--- src/sep_pkg.sv ---
/*
  Package for the serial memory command port: opcodes, widths, counts and
  timing constants shared by the memory end and the master end.
  Assumes a 100 MHz system clock on both ends.
*/
`default_nettype none

package sep_pkg;

  // ----------------------------------------------------------------------
  // Clock and timing.
  // ----------------------------------------------------------------------
  localparam int CLK_PERIOD_NS = 10;
  localparam int MIN_DESELECT_TIME_NS = 100;
  localparam int MIN_DESELECT_CYC =
    (MIN_DESELECT_TIME_NS + CLK_PERIOD_NS - 1) / CLK_PERIOD_NS;
  localparam int BYTE_PROG_TIME_MS = 1;
  localparam int WORD_PROG_TIME_MS = 2;
  localparam int BULK_PROG_TIME_MS = 15;
  localparam int BYTE_PROG_CYC = BYTE_PROG_TIME_MS * 1000000 / CLK_PERIOD_NS;
  localparam int WORD_PROG_CYC = WORD_PROG_TIME_MS * 1000000 / CLK_PERIOD_NS;
  localparam int BULK_PROG_CYC = BULK_PROG_TIME_MS * 1000000 / CLK_PERIOD_NS;
  localparam int SCLK_HALF_CYC = 50;

  // ----------------------------------------------------------------------
  // Frame layout.
  // ----------------------------------------------------------------------
  localparam int OPCODE_BITS = 4;
  localparam int ADDR_BITS_WIDE = 6;
  localparam int ADDR_BITS_NARROW = 7;
  localparam int DATA_BITS_WIDE = 16;
  localparam int DATA_BITS_NARROW = 8;
  localparam int CMD_EDGES_WIDE = 11;
  localparam int CMD_EDGES_NARROW = 12;
  localparam int DATA_EDGES_WIDE = 27;
  localparam int DATA_EDGES_NARROW = 20;
  localparam int ARRAY_BYTES = 128;

  // ----------------------------------------------------------------------
  // Opcodes (four bits after the start bit).
  // ----------------------------------------------------------------------
  localparam logic [3:0] ENABLE_WRITES_CMD = 4'h3;
  localparam logic [3:0] DISABLE_WRITES_CMD = 4'h0;
  localparam logic [3:0] ERASE_ALL_CMD = 4'h2;
  localparam logic [3:0] WRITE_ALL_CMD = 4'h1;
  localparam logic [3:0] READ_CMD = 4'h8;
  localparam logic [3:0] WRITE_CMD = 4'h4;

endpackage : sep_pkg

`default_nettype wire

--- src/sep_if.sv ---
/*
  Serial link between the memory end and the master end.
  Assumes the bench resolves the shared data-out wire from its enable.
*/
`default_nettype none

interface sep_if;
  logic select;
  logic serialClk;
  logic serialIn;
  logic serialOut;
  logic serialOutEn;
  logic organizationSelect;
  logic readyBusyOut;

  modport memory (
    input select,
    input serialClk,
    input serialIn,
    input organizationSelect,
    output serialOut,
    output serialOutEn,
    output readyBusyOut
  );

  modport master (
    output select,
    output serialClk,
    output serialIn,
    input serialOut,
    input serialOutEn,
    input readyBusyOut
  );
endinterface : sep_if

`default_nettype wire

--- src/sep_memory.sv ---
/*
  Memory end of the serial command port: frame decoder, array and
  self-timed program timer.
  Assumes the pins are asynchronous to mclk and are synchronised here.
*/
`default_nettype none

// Notes on behaviour
// - Select high selects; low means standby.
// - Started program cycle finishes despite select falling.
// - Select low resets command decoding logic.
// - Master keeps select low minimum deselect time.
// - Input bits sampled on rising serial clock.
// - Read data advances each rising serial clock.
// - Stopped clock leaves sequence state unchanged.
// - Clock ignored while select is low.
// - Without start bit, clock edges change nothing.
// - Program cycle runs on internal timer.
// - Too few edges and nothing executes; edges beyond the full count are ignored.
// - After full count, inputs ignored until reselect.
// - Byte write 1 ms; bulk cycles 15 ms.
// - Array is 128x8 or 64x16 by organization.
// - Single write erases location before programming.
// - Status output shows write in progress.
// - Start bit is first edge with input high.
// - Opcodes decode; then six or seven address bits.
// - Read gives dummy zero then word MSB first.
// - Starts write-disabled; enable command unlocks writes.

module sep_memory #(
  parameter int BYTE_CYC = sep_pkg::BYTE_PROG_CYC,
  parameter int WORD_CYC = sep_pkg::WORD_PROG_CYC,
  parameter int BULK_CYC = sep_pkg::BULK_PROG_CYC
) (
  // System.
  input wire logic mclk,
  input wire logic rst,
  // Link.
  sep_if.memory link
);
  import sep_pkg::*;

  initial
  begin
    if (BYTE_CYC < 1 || WORD_CYC < 1 || BULK_CYC < BYTE_CYC ||
        BULK_CYC >= 2 ** 24 || WORD_CYC >= 2 ** 24)
      $error("sep_memory: bad program cycle counts");
  end

  typedef enum logic [4:0] {
    IDLE = 5'b00001,
    SHIFT = 5'b00010,
    READOUT = 5'b00100,
    DONE = 5'b01000,
    PROG = 5'b10000
  } sep_state_t;

  // ----------------------------------------------------------------------
  // Pin synchronisers.
  // ----------------------------------------------------------------------
  logic [1:0] selSync, clkSync, inSync, orgSync;
  logic clkPrev;
  logic sel, risingEdge, wide;

  always_ff @(posedge mclk)
  begin
    selSync <= {selSync[0], link.select};
    clkSync <= {clkSync[0], link.serialClk};
    inSync <= {inSync[0], link.serialIn};
    orgSync <= {orgSync[0], link.organizationSelect};
    clkPrev <= clkSync[1];
  end

  always_comb
  begin
    sel = selSync[1];
    wide = orgSync[1];
    risingEdge = clkSync[1] & ~clkPrev;
  end

  // ----------------------------------------------------------------------
  // Array and decoder.
  // ----------------------------------------------------------------------
  logic [7:0] mem [ARRAY_BYTES];
  sep_state_t state, next_state;
  logic [4:0] edgeCnt, next_edgeCnt;
  logic [26:0] shiftReg, next_shiftReg;
  logic [15:0] outWord, next_outWord;
  logic [4:0] outCnt, next_outCnt;
  logic writeEn, next_writeEn;
  logic [23:0] timer, next_timer;
  logic [1:0] progKind, next_progKind;
  logic [6:0] progAddr, next_progAddr;
  logic [15:0] progData, next_progData;
  logic serialOut, next_serialOut;
  logic serialOutEn, next_serialOutEn;
  logic readyBusy, next_readyBusy;
  logic [3:0] opc;
  logic [6:0] addr;
  logic [15:0] wdata;
  logic [4:0] cmdEdges, dataEdges;
  logic [26:0] hold;

  always_comb
  begin
    cmdEdges = wide ? 5'(CMD_EDGES_WIDE) : 5'(CMD_EDGES_NARROW);
    dataEdges = wide ? 5'(DATA_EDGES_WIDE) : 5'(DATA_EDGES_NARROW);
    // Once the data bits are in, opcode and address sit above them.
    hold = shiftReg;
    if (edgeCnt == dataEdges)
      hold = wide ? shiftReg >> DATA_BITS_WIDE : shiftReg >> DATA_BITS_NARROW;
    // Frame bits as held after the edge that completes the address.
    if (wide)
    begin
      opc = hold[9:6];
      addr = {1'b0, hold[5:0]};
      wdata = shiftReg[15:0];
    end
    else
    begin
      opc = hold[10:7];
      addr = hold[6:0];
      wdata = {8'h00, shiftReg[7:0]};
    end
  end

  always_comb
  begin
    next_state = state;
    next_edgeCnt = edgeCnt;
    next_shiftReg = shiftReg;
    next_outWord = outWord;
    next_outCnt = outCnt;
    next_writeEn = writeEn;
    next_timer = timer;
    next_progKind = progKind;
    next_progAddr = progAddr;
    next_progData = progData;
    next_serialOut = serialOut;
    next_serialOutEn = serialOutEn;
    next_readyBusy = readyBusy;
    case (state)
      IDLE:
      begin
        next_serialOutEn = 1'b0;
        if (sel && risingEdge && inSync[1])
        begin
          next_state = SHIFT;
          next_edgeCnt = 5'd1;
          next_shiftReg = '0;
        end
      end
      SHIFT:
      begin
        if (!sel)
          next_state = IDLE;
        else if (risingEdge)
        begin
          next_shiftReg = {shiftReg[25:0], inSync[1]};
          next_edgeCnt = edgeCnt + 5'd1;
        end
        else if (edgeCnt == cmdEdges)
        begin
          // Address complete: decode without waiting for data bits.
          if (opc[3:2] == 2'b10)
          begin
            next_outWord = wide ? mem_word(addr) : {mem[addr], 8'h00};
            next_outCnt = wide ? 5'(DATA_BITS_WIDE) : 5'(DATA_BITS_NARROW);
            next_serialOut = 1'b0;
            next_serialOutEn = 1'b1;
            next_state = READOUT;
          end
          else if (opc == ENABLE_WRITES_CMD)
          begin
            next_writeEn = 1'b1;
            next_state = DONE;
          end
          else if (opc == DISABLE_WRITES_CMD)
          begin
            next_writeEn = 1'b0;
            next_state = DONE;
          end
          else if (opc == ERASE_ALL_CMD)
          begin
            next_state = writeEn ? PROG : DONE;
            next_progKind = 2'd1;
            next_timer = 24'(BULK_CYC);
            next_readyBusy = ~writeEn;
          end
        end
        else if (edgeCnt == dataEdges)
        begin
          next_progAddr = addr;
          next_progData = wdata;
          next_progKind = opc[2] ? 2'd0 : 2'd2;
          next_timer = opc[2] ? (wide ? 24'(WORD_CYC) : 24'(BYTE_CYC))
                              : 24'(BULK_CYC);
          next_state = writeEn ? PROG : DONE;
          next_readyBusy = ~writeEn;
        end
      end
      READOUT:
      begin
        if (!sel)
        begin
          next_serialOutEn = 1'b0;
          next_state = IDLE;
        end
        else if (risingEdge)
        begin
          if (outCnt == 5'd0)
          begin
            next_serialOutEn = 1'b0;
            next_state = DONE;
          end
          else
          begin
            next_serialOut = outWord[15];
            next_outWord = {outWord[14:0], 1'b0};
            next_outCnt = outCnt - 5'd1;
          end
        end
      end
      DONE:
      begin
        next_serialOutEn = 1'b0;
        if (!sel)
          next_state = IDLE;
      end
      PROG:
      begin
        // Runs on mclk alone, whatever select and the serial clock do.
        if (timer <= 24'd1)
        begin
          next_readyBusy = 1'b1;
          next_state = DONE;
        end
        else
          next_timer = timer - 24'd1;
      end
      default:
        next_state = IDLE;
    endcase
  end

  function automatic logic [15:0] mem_word(input logic [6:0] a);
    mem_word = {mem[{a[5:0], 1'b0}], mem[{a[5:0], 1'b1}]};
  endfunction : mem_word

  always_ff @(posedge mclk)
  begin
    if (rst)
    begin
      state <= IDLE;
      edgeCnt <= '0;
      shiftReg <= '0;
      outWord <= '0;
      outCnt <= '0;
      writeEn <= 1'b0;
      timer <= '0;
      progKind <= '0;
      progAddr <= '0;
      progData <= '0;
      serialOut <= 1'b0;
      serialOutEn <= 1'b0;
      readyBusy <= 1'b1;
    end
    else
    begin
      state <= next_state;
      edgeCnt <= next_edgeCnt;
      shiftReg <= next_shiftReg;
      outWord <= next_outWord;
      outCnt <= next_outCnt;
      writeEn <= next_writeEn;
      timer <= next_timer;
      progKind <= next_progKind;
      progAddr <= next_progAddr;
      progData <= next_progData;
      serialOut <= next_serialOut;
      serialOutEn <= next_serialOutEn;
      readyBusy <= next_readyBusy;
    end
  end

  // ----------------------------------------------------------------------
  // Array update at the end of a program cycle.
  // ----------------------------------------------------------------------
  always_ff @(posedge mclk)
  begin
    if (state == PROG && timer <= 24'd1)
    begin
      for (int i = 0; i < ARRAY_BYTES; i++)
      begin
        if (progKind == 2'd1)
          mem[i] <= 8'hff;
        else if (progKind == 2'd2)
          mem[i] <= (wide && i[0] == 1'b0) ? progData[15:8] : progData[7:0];
      end
      // Erase then program collapses into one overwrite.
      if (progKind == 2'd0 && wide)
      begin
        mem[{progAddr[5:0], 1'b0}] <= progData[15:8];
        mem[{progAddr[5:0], 1'b1}] <= progData[7:0];
      end
      else if (progKind == 2'd0)
        mem[progAddr] <= progData[7:0];
    end
  end

  assign link.serialOut = serialOut;
  assign link.serialOutEn = serialOutEn;
  assign link.readyBusyOut = readyBusy;

endmodule : sep_memory

`default_nettype wire

--- src/flat_wrapper.sv ---
// flat-port wrapper written by rule: the top's interface ports become plain ports
module sep_memory_flat import sep_pkg::*;
#(
  parameter int BYTE_CYC = sep_pkg::BYTE_PROG_CYC,
  parameter int WORD_CYC = sep_pkg::WORD_PROG_CYC,
  parameter int BULK_CYC = sep_pkg::BULK_PROG_CYC
)
  (mclk, rst, link_select, link_serialClk, link_serialIn, link_organizationSelect, link_serialOut, link_serialOutEn, link_readyBusyOut);
  sep_if link_i ();
  input wire logic mclk;
  input wire logic rst;
  input wire logic [$bits(link_i.select)-1:0] link_select;
  input wire logic [$bits(link_i.serialClk)-1:0] link_serialClk;
  input wire logic [$bits(link_i.serialIn)-1:0] link_serialIn;
  input wire logic [$bits(link_i.organizationSelect)-1:0] link_organizationSelect;
  output wire logic [$bits(link_i.serialOut)-1:0] link_serialOut;
  output wire logic [$bits(link_i.serialOutEn)-1:0] link_serialOutEn;
  output wire logic [$bits(link_i.readyBusyOut)-1:0] link_readyBusyOut;
  assign link_i.select = link_select;
  assign link_i.serialClk = link_serialClk;
  assign link_i.serialIn = link_serialIn;
  assign link_i.organizationSelect = link_organizationSelect;
  assign link_serialOut = link_i.serialOut;
  assign link_serialOutEn = link_i.serialOutEn;
  assign link_readyBusyOut = link_i.readyBusyOut;
  sep_memory #(.BYTE_CYC(BYTE_CYC), .WORD_CYC(WORD_CYC), .BULK_CYC(BULK_CYC)) u_core (.mclk(mclk), .rst(rst), .link(link_i));
endmodule
--- config.mk ---
export PLATFORM = sky130hd
export DESIGN_NAME = sep_memory_flat
export DESIGN_NICKNAME = d
export VERILOG_FILES = /design/src/sep_pkg.sv /design/src/sep_if.sv /design/src/sep_memory.sv /design/src/flat_wrapper.sv
export SDC_FILE = /design/constraint.sdc
export NUM_CORES = 2
export LEC_CHECK = 0
export BUFFER_PORTS_ARGS = -buffer_cell sky130_fd_sc_hd__buf_2
export CELL_PAD_IN_SITES_DETAIL_PLACEMENT = 0
export CELL_PAD_IN_SITES_GLOBAL_PLACEMENT = 1
export CORE_MARGIN = 3
export CORE_UTILIZATION = 35
export CTS_CLUSTER_DIAMETER = 80
export DETAILED_ROUTE_END_ITERATION = 10
export PLACE_DENSITY_LB_ADDON = 0.1
export SLEW_MARGIN = 10
export SYNTH_ARGS = -nofsm -noshare
export SYNTH_HDL_FRONTEND = slang
export SYNTH_SLANG_ARGS = --single-unit
--- constraint.sdc ---
create_clock -name mclk -period 4.8 [get_ports mclk]
set_clock_uncertainty 0.05 [all_clocks]
set_input_delay 1.44 -clock mclk [delete_from_list [all_inputs] [get_ports mclk]]
set_output_delay 1.44 -clock mclk [all_outputs]
set_load 0.1 [all_outputs]
==> impl_metrics.py <==
metrics = {
    "run_status": {
        "result_of_the_run": "finished, violations left",
        "violations": "setup timing",
    },
    "critical_path": {
        "cp_cell_sequence": "or4b_1 > o22a_1 > buf_12 > mux2i_4 > buf_4 > nand3_1 > nand4_1 > nand4_1 > o2111ai_1 > a31oi_1 > or4_1",
        "worst_path_largest_cell_delay_ps": 790,
        "crit_fanout": 20,
        "endpoint_kind": "flop",
        "worst_path_max_delay_cell": "sky130_fd_sc_hd__mux2i_4",
        "critical_path.most_common_cell": "sky130_fd_sc_hd__nand4_1",
        "worst_ep_arrival_time_ps": 5450,
        "setup.worst_path.class": "reg -> reg",
        "worstPathRequired_ps": 5440,
        "start_kind": "flop",
    },
    "grt": {
        "gr-usage-all-layers_pct": 34.8,
        "grt_util_met3_pct": 9.03,
        "first_global_vias": 55900,
        "largest_net_degree_at_the_start_of_global_routing": 130,
        "gr_layer_usage_met1_pct": 47.7,
        "antenna_found_initial": 24,
        "globalRoute.busiestLayer": "met2",
        "overflow": 0,
        "grt_use_met2_pct": 51.3,
        "grt_first_pass_wirelength_mm": 478,
    },
    "drt": {
        "detail-route-antenna-nets": 0,
        "route.detailed.drc": 0,
        "detail_route.vias_per_cell": 6.61,
        "wl_final_mm": 353,
        "via_count": 60100,
        "drt-wirelength-per-cell_um": 38.8,
        "drt-pass1-iter-count": 7,
        "detailedRoute.firstIterationViolations": 9482,
    },
    "pwr": {
        "intPower_mw": 17.7,
        "post_layout_power_mw": 22.7,
        "peakVddDrop_mv": 0.303,
        "pwr-share-seq_pct": 47.1,
        "power_density_mw_per_mm2": 298,
        "p_sw_share_pct": 22.1,
        "p_leak_nw": 27.2,
        "power.combinational.fraction_pct": 1.6,
        "power.clock.fraction_pct": 51.3,
        "switching_power_mw": 5.01,
    },
    "synthesis": {
        "synth_async_sr_flop_share_pct": 0,
        "ys.warnings.count": 0,
        "synth_fp_nets": 6537,
        "syn-cell-area_mm2": 0.0665,
        "ys_types": 81,
        "synth_enable_flop_cells": 1024,
        "post_synthesis_area_per_instance_um2": 10.2,
        "synth.ff_latch_count": 1143,
        "yosysSeqAreaShare_pct": 49.8,
        "synthesis.instances": 6526,
        "yosys_most_used_dff": "sky130_fd_sc_hd__edfxtp_1",
    },
    "timing": {
        "maxSlewViolCount": 0,
        "period_utilization_post_route_pct": 100,
        "max_freq_mhz": 208,
        "hold_violations": 0,
        "setup_repair_after_global_routing_missed_its_margin": "true",
        "finalSetupTns_ps": -10.6,
        "slew_headroom_pct": 5.59,
        "worst_slew_pin_slew_ps": 1420,
        "timing.final.setup_violations": 1,
        "worst_setup_margin_ps": -10.6,
        "crit_path_time_final_ps": 4810,
    },
    "die": {
        "core_rows": 159,
        "start_util_pct": 35.3,
        "pin_count": 9,
        "die_h_um": 442,
        "die_area_mm2": 0.195,
        "core_mm2": 0.188,
        "die_w_um": 442,
    },
    "placed_design": {
        "placement.io_buffers": 8,
        "place.detailed.hpwl_mm": 237,
        "gp_congestion": 1.00,
    },
    "finish": {
        "nets": 6470,
        "final.fill_count": 18200,
        "layout-area-overhead-vs-synth_pct": 14.4,
        "drive_above_1_share_pct": 20.9,
        "multi_input_area_mm2": 0.0308,
        "utilization_pct": 40.4,
        "seqCellArea_mm2": 0.0332,
    },
    "clock_tree": {
        "cts_setup_buffers": 0,
        "cts_max_path_buffers": 3,
        "tritoncts_num_sinks": 1143,
        "ctsHtreeMaxLevel": 4,
        "cts-hold-fix-buffers": 0,
        "clock_tree.root_cell": "sky130_fd_sc_hd__clkbuf_16",
        "clk_pin_slew_worst_paths_ps": 60,
        "cts_resized": 0,
        "tritoncts": "yes",
        "worst_skew_pair.late_latency_ps": 820,
        "number_of_buffers_inserted_during_clock_tree_synthesis": 146,
    },
    "run": {
        "drv.max_cap_violation_count": 0,
    },
    "hold_path": {
        "min-delay-path-class": "reg -> reg",
    },
}
[final cells by class]
class / count / share of cell area, %
Antenna cell: 10 / 0.0329
Clock buffer: 180 / 5.13
Clock inverter: 88 / 1.36
Inverter: 21 / 0.104
Multi-Input combinational cell: 4728 / 40.4
Sequential cell: 1143 / 43.6
Tap cell: 2495 / 4.10
Timing Repair Buffer: 419 / 5.21
[per-stage QoR]
step / cells / area (um^2) / setup slack, ps / hold WS, ps
CTS: 9073 / 76000 / 27.6 / 283
finish: 9084 / 76100 / -10.6 / 281
detailed placement: 8805 / 71100 / 82.4 / 270
floorplan: 6526 / 66500 / 978 / 260
global route: 9077 / 76100 / -26.2 / 284
global placement: 8804 / 71100 / -0.127 / 261
[synthesized netlist by cell type, drive strengths merged, types with 19 or more instances]
library cell / count / share of area (%)
nand2: 1225 / 6.9
edfxtp: 1024 / 46
nand2b: 587 / 5.5
o221a: 480 / 8.1
nand3: 449 / 3.4
nor2: 443 / 2.5
clkbuf: 386 / 2.2
a21oi: 311 / 2.3
buf: 249 / 2.2
nor3: 208 / 1.6
mux4: 171 / 5.8
o21ai: 151 / 1.2
dfxtp: 119 / 3.6
mux2i: 95 / 1.4
a31oi: 91 / 0.86
o211ai: 71 / 0.80
nand4: 60 / 0.56
a32oi: 49 / 0.65
o311ai: 25 / 0.33
inv: 21 / 0.12
and3: 19 / 0.18
or3: 19 / 0.18
[logic make-up (layout without fill, tap and decap cells)]
logic type / Yosys count / after routing / synth area share, %
simple gates: 3092 / 3092 / 21.7
other cells: 0 / 10 / 0
compound gates: 1338 / 1339 / 16.3
mux: 276 / 276 / 7.41
flops: 1143 / 1143 / 49.8
fa+ha+maj: 5 / 5 / 0.0940
buf+inv: 656 / 708 / 4.51
xor+xnor: 16 / 16 / 0.211
[layout by cell type, fill, tap and decap left out, types with 11 or more instances in the layout]
cell                           n
sky130_fd_sc_hd__nand4_1      60
sky130_fd_sc_hd__dfxtp_1     102
sky130_fd_sc_hd__clkinv_2     20
sky130_fd_sc_hd__edfxtp_1   1024
sky130_fd_sc_hd__nand2b_1    587
sky130_fd_sc_hd__nor2_1      434
sky130_fd_sc_hd__and3_1       19
sky130_fd_sc_hd__o31ai_1      13
sky130_fd_sc_hd__or3_1        19
sky130_fd_sc_hd__mux2i_1      86
sky130_fd_sc_hd__o221a_2     480
sky130_fd_sc_hd__nand2_1    1216
sky130_fd_sc_hd__mux4_2      167
sky130_fd_sc_hd__nor3_1      206
sky130_fd_sc_hd__inv_1        21
sky130_fd_sc_hd__clkbuf_16   150
sky130_fd_sc_hd__buf_12       67
sky130_fd_sc_hd__o311a_1      11
sky130_fd_sc_hd__clkbuf_1     26
sky130_fd_sc_hd__o211ai_1     71
sky130_fd_sc_hd__buf_4       342
sky130_fd_sc_hd__bufinv_16    20
sky130_fd_sc_hd__a32oi_1      49
sky130_fd_sc_hd__inv_6        12
sky130_fd_sc_hd__o21ai_0     146
sky130_fd_sc_hd__a31oi_1      90
sky130_fd_sc_hd__dfxtp_4      16
sky130_fd_sc_hd__o2111ai_1    11
sky130_fd_sc_hd__and2_1       11
sky130_fd_sc_hd__a211oi_1     17
sky130_fd_sc_hd__a21oi_1     310
sky130_fd_sc_hd__nand3_1     448
sky130_fd_sc_hd__clkinv_1     22
sky130_fd_sc_hd__a22oi_1      16
sky130_fd_sc_hd__nor4_1       13
sky130_fd_sc_hd__o311ai_0     22
[worst paths after layout]
check / depth (start not counted) / startpoint / slack [ps] / to
worst max-delay path: 11 / u_core.edgeCnt[0]$_SDFFE_PP0P_ / -10 / u_core.outWord[8]$_SDFFE_PP0P_
worst min-delay path: 0 / u_core.inSync[0]$_DFF_P_ / 280 / u_core.inSync[1]$_DFF_P_
worst max register to register: 11 / u_core.edgeCnt[0]$_SDFFE_PP0P_ / -10 / u_core.outWord[8]$_SDFFE_PP0P_
worst min register to register: 0 / u_core.inSync[0]$_DFF_P_ / 280 / u_core.inSync[1]$_DFF_P_
[sequential cells by signal (all words and copies together) (netlist names)]
signal,cells
u_core.link.readyBusyOut,1
u_core.inSync,2
u_core.shiftReg,26
u_core.clkSync,2
u_core.outWord,16
u_core.orgSync,2
u_core.selSync,2
u_core.progAddr,7
u_core.link.serialOut,1
u_core.writeEn,1
u_core.link.serialOutEn,1
u_core.progKind,2
u_core.progData,16
u_core.mem,1024
u_core.state,5
u_core.timer,24
u_core.clkPrev,1
u_core.outCnt,5
u_core.edgeCnt,5
[metal layers]
layer  vias to the layer above  wire [um]
met5                         -         57
met4                         8      19100
met3                       846      40000
met2                      4174     151000
met1                     30600     143000
li1                      24500          -
[power groups by stage]
stage / combinational, mW / sequential [mW] / clock, mW
after floorplan: 0.229 / 10.9 / 0
after global placement: 0.343 / 10.9 / 0
after detailed placement: 0.343 / 10.9 / 0
after CTS: 0.344 / 10.7 / 11.7
after global routing: 0.372 / 10.7 / 12.1
final: 0.354 / 10.7 / 11.6
[worst max-delay path, delay by kind of cell (launching register included)]
kind            cells  cell delay [ps]
simple gates        5             2070
flops               1              360
mux                 1              790
buf+inv             2              610
compound gates      3              770
(Power assumes the default switching activity.)
